### config.mk
export PLATFORM = sky130hd
export DESIGN_NAME = pps_scheduler
export DESIGN_NICKNAME = d
export VERILOG_FILES = /design/src/common/pps_pkg.sv /design/src/pps_scheduler.sv
export VERILOG_INCLUDE_DIRS = /design/src /design/src/common
export SDC_FILE = /design/constraint.sdc
export NUM_CORES = 2
export LEC_CHECK = 0
export BUFFER_PORTS_ARGS = -buffer_cell sky130_fd_sc_hd__buf_4
export CAP_MARGIN = 25
export CORE_ASPECT_RATIO = 1.2
export CORE_MARGIN = 2
export CORE_UTILIZATION = 35
export CTS_BUF_LIST = sky130_fd_sc_hd__clkbuf_2
export DETAILED_ROUTE_END_ITERATION = 6
export PLACE_DENSITY = 0.58
export SLEW_MARGIN = 10
export SYNTH_ARGS = -nofsm -noshare
export SYNTH_HDL_FRONTEND = slang
export SYNTH_SLANG_ARGS = --single-unit
### constraint.sdc
create_clock -name clock -period 7.32 [get_ports clock]
set_input_delay 1.464 -clock clock [delete_from_list [all_inputs] [get_ports clock]]
set_output_delay 1.464 -clock clock [all_outputs]
set_load 0.05 [all_outputs]
### src/common/pps_params.svh
// Offsets, field positions, reset values and timing for the scheduler
`ifndef PPS_PARAMS_SVH
`define PPS_PARAMS_SVH

// ============================================================
// Register byte offsets
`define PPS_OFF_CMD      8'h00
`define PPS_OFF_OPERAND  8'h04
`define PPS_OFF_OPND_IP  8'h08
`define PPS_OFF_STATUS   8'h0c
`define PPS_OFF_CUR_WD   8'h10
`define PPS_OFF_CUR_IP   8'h14
`define PPS_OFF_STACK    8'h18
`define PPS_OFF_RES_WD   8'h1c
`define PPS_OFF_RES_IP   8'h20
`define PPS_OFF_BP_WD    8'h24
`define PPS_OFF_BP_IP    8'h28
`define PPS_OFF_SLOT_SEL 8'h2c
`define PPS_OFF_SLOT_ADR 8'h30

// ============================================================
// Descriptor fields
`define PPS_PRIO_BIT     0
`define PPS_TYPE_BIT     1
`define PPS_PRIO_HIGH    1'b0
`define PPS_PRIO_LOW     1'b1
`define PPS_TYPE_GLOBAL  1'b0
`define PPS_TYPE_LOCAL   1'b1

// ============================================================
// Values and resets
`define PPS_TRUE         32'h0000_0001
`define PPS_FALSE        32'h0000_0000
`define PPS_ZERO32       32'h0000_0000
`define PPS_HALT_MSG     8'he1
`define PPS_TICKS_DUE    2'h2
`define PPS_SLOT_RESET   3'h1

// ============================================================
// Timing: timeslice period in microseconds, clock in MHz
`define PPS_TS_PERIOD_US 1000
`define PPS_CLK_MHZ      40

`endif

### src/common/pps_pkg.sv
// Types shared by the process scheduler
package pps_pkg;

    // ========================================================
    // Operation codes written to the command register
    typedef enum logic [4:0] {
        PPS_OP_NOP,
        PPS_OP_START,
        PPS_OP_WAIT,
        PPS_OP_END,
        PPS_OP_TSPOINT,
        PPS_OP_JUMP_ZERO,
        PPS_OP_TESTERR,
        PPS_OP_STOPERR,
        PPS_OP_FPTESTERR,
        PPS_OP_FPCHKERR,
        PPS_OP_SETERR,
        PPS_OP_SETFPERR,
        PPS_OP_CLRFPERR,
        PPS_OP_SETHALT,
        PPS_OP_CLRHALT,
        PPS_OP_ENABLE_BP,
        PPS_OP_SHADOW_STORE,
        PPS_OP_SHADOW_LOAD,
        PPS_OP_SWAP_QUEUE
    } pps_op_e;

    // ========================================================
    // One process: descriptor word and instruction pointer
    typedef struct packed {
        logic [31:0] wdesc;
        logic [31:0] ip;
    } pps_proc_s;

    // ========================================================
    // Status register layout
    typedef struct packed {
        logic [7:0] rsvd;
        logic [3:0] lo_count;
        logic [3:0] hi_count;
        logic [4:0] rsvd2;
        logic       slot2_count;
        logic       refused;
        logic       halted;
        logic       bp_enabled;
        logic       halt_flag;
        logic       fpu_err;
        logic       cpu_err;
        logic       shadow_valid;
        logic       cur_type;
        logic       cur_prio;
        logic       running;
    } pps_status_s;

endpackage : pps_pkg

### src/pps_scheduler.sv
// Two-level process scheduler with error flags and breakpoint jump
//
// Function
// - Low priority runs only without active high
// - Front high process runs until wait/end
// - Else pick low process, timesliced evenly
// - Round robin bounds low start latency
// - Ready high preempts low into shadow
// - Resume shadowed low when high drains
// - High process stores and loads shadow
// - Swap alternative queue with either queue
// - Descriptor bit 0 is priority, 1 low
// - Descriptor bit 1 is type, 1 local
// - Both types coexist, behaviour follows type
// - Global workspace slots at offsets minus one-five
// - Slot minus two shared: link or count
// - Separate integer and floating error flags
// - Test error loads flag result, clears flag
// - Stop on error deschedules when flagged
// - Float test error loads flag result
// - Float check ORs into integer flag
// - Halt flag with error halts, emits message
// - Jump zero no-op until breakpoint enabled; here it acts as a timeslice point instead
// - Breakpoint swaps ip and wptr with pair
// - Breakpoint: no timeslice, stack unchanged
// - Low process descheduled after two periods
//
// Our own choices: the APB register port and the address map.
`include "pps_params.svh"

module pps_scheduler #(
    parameter int QDEPTH           = 8,
    parameter int TS_PERIOD_CYCLES = `PPS_TS_PERIOD_US * `PPS_CLK_MHZ
) (
    // Clock and reset
    input  wire logic        clock,
    input  wire logic        reset,
    // APB slave
    input  wire logic        psel,
    input  wire logic        penable,
    input  wire logic        pwrite,
    input  wire logic [7:0]  paddr,
    input  wire logic [31:0] pwdata,
    output logic [31:0]      prdata,
    output logic             pready,
    output logic             pslverr,
    // Fault events from the execution units
    input  wire logic        cpu_fault_evt,
    input  wire logic        fpu_fault_evt,
    // Halt and control link zero message
    output logic             halted,
    output logic             control_link_zero_valid,
    output logic [7:0]       control_link_zero_data
);
    import pps_pkg::*;

    localparam int QW = $clog2(QDEPTH);
    localparam int TW = $clog2(TS_PERIOD_CYCLES);
    localparam logic [QW:0]   QFULL   = QW'(0) + (QW+1)'(QDEPTH);
    localparam logic [TW-1:0] TS_LAST = TW'(TS_PERIOD_CYCLES - 1);

    // ========================================================
    // State
    logic [31:0] operand;
    logic [31:0] opnd_ip;
    logic [2:0]  slot_sel;
    pps_op_e     cmd_op;
    logic        cmd_pend;
    logic        do_op;
    pps_proc_s   cur;
    pps_proc_s   shadow;
    pps_proc_s   result;
    pps_proc_s   bp_pair;
    logic        running;
    logic        shadow_valid;
    logic        bp_enabled;
    logic        refused;
    logic [1:0]  run_ticks;
    logic [TW-1:0] tick_cnt;
    logic        tick;
    logic        cpu_error_flag;
    logic        fpu_error_flag;
    logic        halt_on_fault_flag;
    logic [31:0] stack_top;
    logic [1:0]  qmap [2];
    logic [1:0]  qalt;
    pps_proc_s   qmem [3][QDEPTH];
    logic [QW-1:0] qhead [3];
    logic [QW:0]   qcnt  [3];
    logic [1:0]  hb;
    logic [1:0]  lb;
    logic        hi_ready;
    logic        lo_ready;
    logic        cur_low;
    logic        ts_due;
    logic        apb_wr;
    logic        next_cpu_err;
    logic        next_fpu_err;
    pps_status_s status;
    logic [31:0] rd_word;
    logic        rd_hit;

    // ========================================================
    // Helpers
    // Ring index wrap; QDEPTH must be a power of two
    function automatic logic [QW-1:0] ring_add(input logic [QW-1:0] h,
                                               input logic [QW:0]   n);
        ring_add = QW'(h + n[QW-1:0]);
    endfunction : ring_add

    // Byte address of a global-process workspace slot below wptr
    function automatic logic [31:0] slot_addr(input logic [31:0] wd,
                                              input logic [2:0]  k);
        slot_addr = {wd[31:2], 2'b00} - {27'h0, k, 2'b00};
    endfunction : slot_addr

    // ========================================================
    // Queue selection and scheduling conditions
    assign hb       = qmap[0];
    assign lb       = qmap[1];
    assign hi_ready = qcnt[hb] != '0;
    assign lo_ready = qcnt[lb] != '0;
    assign cur_low  = cur.wdesc[`PPS_PRIO_BIT] == `PPS_PRIO_LOW;
    assign ts_due   = run_ticks == `PPS_TICKS_DUE;
    assign do_op    = cmd_pend && !halted;
    assign apb_wr   = psel && penable && pready && pwrite;

    // ========================================================
    // Timeslice period ticker, free running
    always_ff @(posedge clock) begin
        if (reset) begin
            tick_cnt <= '0;
            tick     <= 1'b0;
        end else begin
            tick     <= tick_cnt == TS_LAST;
            tick_cnt <= (tick_cnt == TS_LAST) ? '0 : TW'(tick_cnt + 1'b1);
        end
    end

    // ========================================================
    // Software-written registers and command capture
    always_ff @(posedge clock) begin
        if (reset) begin
            operand  <= `PPS_ZERO32;
            opnd_ip  <= `PPS_ZERO32;
            slot_sel <= `PPS_SLOT_RESET;
            cmd_op   <= PPS_OP_NOP;
            cmd_pend <= 1'b0;
        end else begin
            cmd_pend <= apb_wr && paddr == `PPS_OFF_CMD;
            if (apb_wr) begin
                unique case (paddr)
                    `PPS_OFF_CMD:      cmd_op   <= pps_op_e'(pwdata[4:0]);
                    `PPS_OFF_OPERAND:  operand  <= pwdata;
                    `PPS_OFF_OPND_IP:  opnd_ip  <= pwdata;
                    `PPS_OFF_SLOT_SEL: slot_sel <= pwdata[2:0];
                    default: ;
                endcase
            end
        end
    end

    // ========================================================
    // Scheduler: queues, current process, shadow, breakpoint pair
    // Commands and dispatch never share a cycle, so each queue sees
    // at most one push and one pop per edge.
    always_ff @(posedge clock) begin
        if (reset) begin
            running      <= 1'b0;
            cur          <= '0;
            shadow       <= '0;
            shadow_valid <= 1'b0;
            result       <= '0;
            bp_pair      <= '0;
            bp_enabled   <= 1'b0;
            refused      <= 1'b0;
            run_ticks    <= '0;
            qmap[0]      <= 2'h0;
            qmap[1]      <= 2'h1;
            qalt         <= 2'h2;
            for (int b = 0; b < 3; b++) begin
                qhead[b] <= '0;
                qcnt[b]  <= '0;
            end
        end else begin
            if (tick && !ts_due)
                run_ticks <= 2'(run_ticks + 1'b1);
            if (apb_wr && paddr == `PPS_OFF_BP_WD)
                bp_pair.wdesc <= pwdata;
            if (apb_wr && paddr == `PPS_OFF_BP_IP)
                bp_pair.ip <= pwdata;
            if (do_op) begin
                refused <= 1'b0;
                unique case (cmd_op)
                    PPS_OP_START: begin
                        // Priority bit picks the queue; new work joins tail
                        if (qcnt[qmap[operand[`PPS_PRIO_BIT]]] != QFULL) begin
                            qmem[qmap[operand[`PPS_PRIO_BIT]]]
                                [ring_add(qhead[qmap[operand[`PPS_PRIO_BIT]]],
                                          qcnt[qmap[operand[`PPS_PRIO_BIT]]])]
                                <= '{wdesc: operand, ip: opnd_ip};
                            qcnt[qmap[operand[`PPS_PRIO_BIT]]] <=
                                (QW+1)'(qcnt[qmap[operand[`PPS_PRIO_BIT]]] + 1'b1);
                        end else begin
                            refused <= 1'b1;
                        end
                    end
                    PPS_OP_WAIT, PPS_OP_END: begin
                        running <= 1'b0;
                        result  <= cur;
                    end
                    PPS_OP_STOPERR: begin
                        if (cpu_error_flag) begin
                            running <= 1'b0;
                            result  <= cur;
                        end
                    end
                    PPS_OP_TSPOINT, PPS_OP_JUMP_ZERO: begin
                        if (cmd_op == PPS_OP_JUMP_ZERO && bp_enabled &&
                            cur.wdesc[`PPS_TYPE_BIT] == `PPS_TYPE_GLOBAL) begin
                            // Breakpoint: swap, keep ticks and stack
                            cur.wdesc[31:2] <= bp_pair.wdesc[31:2];
                            cur.ip          <= bp_pair.ip;
                            bp_pair.wdesc   <= {cur.wdesc[31:2], 2'b00};
                            bp_pair.ip      <= cur.ip;
                        end else if (running && cur_low && ts_due &&
                                     lo_ready) begin
                            // Rotate: old process to tail, front runs
                            qmem[lb][ring_add(qhead[lb], qcnt[lb])] <= cur;
                            cur       <= qmem[lb][qhead[lb]];
                            qhead[lb] <= ring_add(qhead[lb], (QW+1)'(1));
                            run_ticks <= '0;
                        end
                    end
                    PPS_OP_ENABLE_BP: bp_enabled <= 1'b1;
                    PPS_OP_SHADOW_STORE: begin
                        if (running && !cur_low)
                            result <= shadow;
                        else
                            refused <= 1'b1;
                    end
                    PPS_OP_SHADOW_LOAD: begin
                        if (running && !cur_low) begin
                            shadow       <= '{wdesc: operand, ip: opnd_ip};
                            shadow_valid <= 1'b1;
                        end else begin
                            refused <= 1'b1;
                        end
                    end
                    PPS_OP_SWAP_QUEUE: begin
                        qmap[operand[`PPS_PRIO_BIT]] <= qalt;
                        qalt <= qmap[operand[`PPS_PRIO_BIT]];
                    end
                    default: ;
                endcase
            end else if (!halted) begin
                if (running && cur_low && hi_ready) begin
                    // Preempt low work into shadow
                    shadow       <= cur;
                    shadow_valid <= 1'b1;
                    cur          <= qmem[hb][qhead[hb]];
                    qhead[hb]    <= ring_add(qhead[hb], (QW+1)'(1));
                    qcnt[hb]     <= (QW+1)'(qcnt[hb] - 1'b1);
                end else if (!running && hi_ready) begin
                    running   <= 1'b1;
                    cur       <= qmem[hb][qhead[hb]];
                    qhead[hb] <= ring_add(qhead[hb], (QW+1)'(1));
                    qcnt[hb]  <= (QW+1)'(qcnt[hb] - 1'b1);
                end else if (!running && shadow_valid) begin
                    running      <= 1'b1;
                    cur          <= shadow;
                    shadow_valid <= 1'b0;
                end else if (!running && lo_ready) begin
                    running   <= 1'b1;
                    cur       <= qmem[lb][qhead[lb]];
                    qhead[lb] <= ring_add(qhead[lb], (QW+1)'(1));
                    qcnt[lb]  <= (QW+1)'(qcnt[lb] - 1'b1);
                    run_ticks <= '0;
                end
            end
        end
    end

    // ========================================================
    // Error flags: a fault in the clearing cycle still sets
    always_comb begin
        next_cpu_err = cpu_error_flag;
        next_fpu_err = fpu_error_flag;
        if (do_op && cmd_op == PPS_OP_TESTERR)
            next_cpu_err = 1'b0;
        if (do_op && cmd_op == PPS_OP_CLRFPERR)
            next_fpu_err = 1'b0;
        if (cpu_fault_evt || (do_op && cmd_op == PPS_OP_SETERR))
            next_cpu_err = 1'b1;
        if (do_op && cmd_op == PPS_OP_FPCHKERR && fpu_error_flag)
            next_cpu_err = 1'b1;
        if (fpu_fault_evt || (do_op && cmd_op == PPS_OP_SETFPERR))
            next_fpu_err = 1'b1;
    end

    always_ff @(posedge clock) begin
        if (reset) begin
            cpu_error_flag     <= 1'b0;
            fpu_error_flag     <= 1'b0;
            halt_on_fault_flag <= 1'b0;
        end else begin
            cpu_error_flag <= next_cpu_err;
            fpu_error_flag <= next_fpu_err;
            if (do_op && cmd_op == PPS_OP_SETHALT)
                halt_on_fault_flag <= 1'b1;
            if (do_op && cmd_op == PPS_OP_CLRHALT)
                halt_on_fault_flag <= 1'b0;
        end
    end

    // ========================================================
    // Stack top: loaded only by the two test operations
    always_ff @(posedge clock) begin
        if (reset) begin
            stack_top <= `PPS_ZERO32;
        end else if (do_op && cmd_op == PPS_OP_TESTERR) begin
            stack_top <= cpu_error_flag ? `PPS_FALSE : `PPS_TRUE;
        end else if (do_op && cmd_op == PPS_OP_FPTESTERR) begin
            stack_top <= fpu_error_flag ? `PPS_FALSE : `PPS_TRUE;
        end
    end

    // ========================================================
    // Halt; only reset leaves it, one message per halt
    always_ff @(posedge clock) begin
        if (reset) begin
            halted                  <= 1'b0;
            control_link_zero_valid <= 1'b0;
            control_link_zero_data  <= '0;
        end else begin
            control_link_zero_valid <= 1'b0;
            if (!halted && halt_on_fault_flag && cpu_error_flag) begin
                halted                  <= 1'b1;
                control_link_zero_valid <= 1'b1;
                control_link_zero_data  <= `PPS_HALT_MSG;
            end
        end
    end

    // ========================================================
    // Status word and read decode
    always_comb begin
        status              = '0;
        status.running      = running;
        status.cur_prio     = cur.wdesc[`PPS_PRIO_BIT];
        status.cur_type     = cur.wdesc[`PPS_TYPE_BIT];
        status.shadow_valid = shadow_valid;
        status.cpu_err      = cpu_error_flag;
        status.fpu_err      = fpu_error_flag;
        status.halt_flag    = halt_on_fault_flag;
        status.bp_enabled   = bp_enabled;
        status.halted       = halted;
        status.refused      = refused;
        status.slot2_count  = running;
        status.hi_count     = 4'(qcnt[hb]);
        status.lo_count     = 4'(qcnt[lb]);
    end

    always_comb begin
        rd_hit  = 1'b1;
        rd_word = `PPS_ZERO32;
        unique case (paddr)
            `PPS_OFF_CMD:      rd_word = {27'h0, cmd_op};
            `PPS_OFF_OPERAND:  rd_word = operand;
            `PPS_OFF_OPND_IP:  rd_word = opnd_ip;
            `PPS_OFF_STATUS:   rd_word = status;
            `PPS_OFF_CUR_WD:   rd_word = cur.wdesc;
            `PPS_OFF_CUR_IP:   rd_word = cur.ip;
            `PPS_OFF_STACK:    rd_word = stack_top;
            `PPS_OFF_RES_WD:   rd_word = result.wdesc;
            `PPS_OFF_RES_IP:   rd_word = result.ip;
            `PPS_OFF_BP_WD:    rd_word = bp_pair.wdesc;
            `PPS_OFF_BP_IP:    rd_word = bp_pair.ip;
            `PPS_OFF_SLOT_SEL: rd_word = {29'h0, slot_sel};
            `PPS_OFF_SLOT_ADR: rd_word = slot_addr(operand, slot_sel);
            default:           rd_hit  = 1'b0;
        endcase
    end

    // ========================================================
    // APB answer: one wait-free access phase, data taken at setup
    always_ff @(posedge clock) begin
        if (reset) begin
            pready  <= 1'b0;
            pslverr <= 1'b0;
            prdata  <= `PPS_ZERO32;
        end else begin
            pready  <= psel && !penable;
            pslverr <= psel && !penable && !rd_hit;
            if (psel && !penable)
                prdata <= pwrite ? `PPS_ZERO32 : rd_word;
        end
    end

endmodule : pps_scheduler

==> summary.txt <==
Outcome - finished with violations
Failing checks - design-rule violations
Longest Clk Path Bufs - 4
Hold path depth - 4
Syn_area_per_cell - 12.2 µm²
Min Hold Slack - 156 ps
Yosys top cell by area - edfxtp_1
PortBufs - 86
CTS tree - built
Critical Path AT - 6750 ps
Top post-synthesis cells by area - edfxtp_1 (49%), mux2i_1 (9.4%), dfxtp_1 (8.2%)
Via count - 74,800
Core area - 0.273 mm²
Clock buffer count from CTS - 469
YS warnings - 0
Clk sinks - 1,963
Initial DRC count - 9,592
CP startpoint kind - register
Total track usage - 0.267
Post-layout min period - 5520 ps
Hold Fails Final Rpt - 0
Worst hold path type - input pin to register
Chip height - 577 µm
Sequential area share after synthesis - 0.573
Post-route ant nets - 0
Power Dens Cells - 209 mW/mm²
Vias in the first global route - 72,600
Final core occ - 0.388
Total Neg Setup Slack - 0 ps
Initial cell density of the core - 0.352
Max Cap Violations - 0
Num ports - 91
Flop pwr share - 0.552
Cell internal pwr - 15.6 mW
Die W - 482 µm
Final setup violation count - 0
Gate Count Post-Synth - 7,889
Combinational power share - 0.102
Clk pwr share - 0.346
DRC viols - 30
Reg2reg path depth - 11
Nets - 8,065
Layout fillers - 26,100
Post-CTS Setup Inserts - 0
Switch Pwr - 6.60 mW
Post-synth EDFFs - 1,568
Synth Cell Area - 0.0959 mm²
Required time worst endpoint - 8550 ps
Largest net degree at the start of global routing - 226
Routed wire length - 384,000 µm
Pre-CTS WS - 2030 ps
Synth unique cells - 78
Area Growth Syn to Fin - 10.4%
Clk root buf - clkbuf_2
First-pass GRT wire length - 534,000 µm
Clock-pin transition on the worst setup and hold timing paths - 120 ps
Initial antenna violation count - 19
Dpl hpwl - 226,000 µm
Slew Limit Fails - 0
Row cnt - 210
Worst-margin pin slew - 1120 ps
# H-tree levels - 5
Crit Path Class - register to register
Worst vdd ir - 0.000121 V
Clk_lat worst skew - 1850 ps
Slew HR - 0.234
WL/cell - 31.9 µm
Tcrit/Tclk final - 0.754
Post-synth top flop - edfxtp_1
#FFs+latches synth - 1,963
Unrepaired setup endpoints after global routing - no
Setup WS post-layout - 1800 ps
Most frequent cells in the layout - edfxtp_1 (1,568), mux2i_1 (892), nand2_1 (866), clkbuf_2 (645), nor2_1 (508)
Post-synth ARST share - 0
Critical path fanouts, max - 22
GPL Wtd Cong - 0.972
Leak Pwr - 38.7 nW
Gr ovfl total - 0
Vias per inst - 6.22
Synth top area share - 0.491
Drt pass-1 iters - 7
Clock Skews - 280 ps
Layout cells sized above 1 - 0.181
Switching Share - 0.298
CP Capture Type - register
Fmax - 0.181 GHz
Die ar. - 0.278 mm²
Commonest non-fill, non-tap cell in the layout - edfxtp_1
-- path summary, 6_finish.rpt --
check | start | end | slack, ps
worst min-delay path | paddr[0] | pslverr | 160
worst min register to register | prdata[3] | prdata[3] | 460
worst max register to register | qmap[1][1] | qmem[1][22] | 1800
worst max-delay path | qmap[1][1] | qmem[1][22] | 1800
-- synth_stat cells (13+ instances only) --
| master | number |
|---|---|
| nand2b_1 | 19 |
| or3_1 | 16 |
| mux4_2 | 233 |
| nand2_1 | 876 |
| a22oi_1 | 104 |
| o41a_1 | 31 |
| nand3_1 | 157 |
| a32o_1 | 15 |
| nor2b_1 | 41 |
| nor4_1 | 16 |
| a222oi_1 | 48 |
| and2_1 | 13 |
| xor2_1 | 19 |
| a2111o_1 | 30 |
| mux2_2 | 149 |
| buf_1 | 92 |
| a311oi_1 | 99 |
| a21oi_1 | 310 |
| o2111ai_1 | 30 |
| nor2_1 | 539 |
| a211oi_1 | 277 |
| dfxtp_1 | 395 |
| buf_2 | 90 |
| mux2i_1 | 899 |
| a2111oi_0 | 115 |
| o21ai_0 | 345 |
| o221ai_1 | 39 |
| o22ai_1 | 91 |
| a31oi_1 | 13 |
| inv_1 | 77 |
| a22o_1 | 53 |
| or4_1 | 33 |
| clkbuf_1 | 504 |
| and3_1 | 18 |
| edfxtp_1 | 1568 |
| nor3_1 | 232 |
| o211ai_1 | 114 |
| a221oi_1 | 27 |
| buf_4 | 16 |
| xnor2_1 | 27 |
| nand4_1 | 13 |
-- per-stage QoR --
step                power [mW]  instances  cell area, µm²
detailed placement        14.6      11100          101000
global placement          14.6      11100          101000
floorplan                 13.6       7892           95900
finish                    22.2      12000          106000
CTS                       22.2      12000          106000
global route              22.9      12000          106000
-- power by group through the flow --
stage	clock network, mW	logic, mW	registers [mW]
after floorplan	0	1.32	12.3
after global placement	0	2.14	12.5
after detailed placement	0	2.16	12.5
after CTS	7.78	2.18	12.2
after global routing	8.33	2.31	12.2
final	7.68	2.25	12.2
-- cell type report --
type | instances | area, µm² | share of cell area
Antenna cell | 20 | 50.0 | 0.000473
Clock buffer | 643 | 3220 | 0.0304
Clock inverter | 229 | 1310 | 0.0123
Inverter | 80 | 305 | 0.00288
Multi-Input combinational cell | 5138 | 38200 | 0.361
Sequential cell | 1963 | 55000 | 0.519
Tap cell | 3604 | 4510 | 0.0426
Timing Repair Buffer | 351 | 3260 | 0.0308
-- worst max-delay path, cell delays in order (launching register included) --
cell,delay [ps]
edfxtp_1,860
mux2i_4,380
mux2_4,380
inv_4,230
ha_1,280
fa_1,440
xnor2_1,190
nor2b_1,320
and3_1,200
a31oi_1,150
nor2_4,820
buf_4,630
-- layer usage --
metal  up-vias  share of wire  wire length, µm  track usage
met2      5091           0.46           176000        0.424
li1      31200              -                -            -
met4         6          0.080            30800        0.187
met1     37200           0.36           139000        0.324
met5         -       0.000091               35            0
met3      1315           0.10            38900       0.0542
-- state kept, by name, summed over array words and instances, names as in the netlist, 2 cells and up, named ones only --
register,flops
qmem,1536
bp_pair,64
cur,64
result,64
shadow,64
operand,32
opnd_ip,32
prdata,32
qcnt,16
tick_cnt,16
qhead,12
cmd_op,5
qmap,4
slot_sel,3
qalt,2
run_ticks,2
-- logic make-up (layout without fill, tap and decap cells) --
group | Yosys count | in the layout | share of synthesized area
xor gates and xnor gates | 46 | 46 | 0.00420
muxes | 1281 | 1281 | 0.166
and+or+nand+nor | 2002 | 2002 | 0.0898
adders and majority gates | 15 | 15 | 0.00219
DFF | 1963 | 1963 | 0.573
buffers and inverters | 791 | 1303 | 0.0335
other | 1 | 24 | 0.0000391
AOI/OAI and AO/OA | 1790 | 1790 | 0.131
-- timing repair --
item,in CTS,in global routing
gates resized for setup,0,0
endpoints found under the hold margin,131,0
hold buffers,39,0
Note: power is estimated with default switching activity, not from simulation.
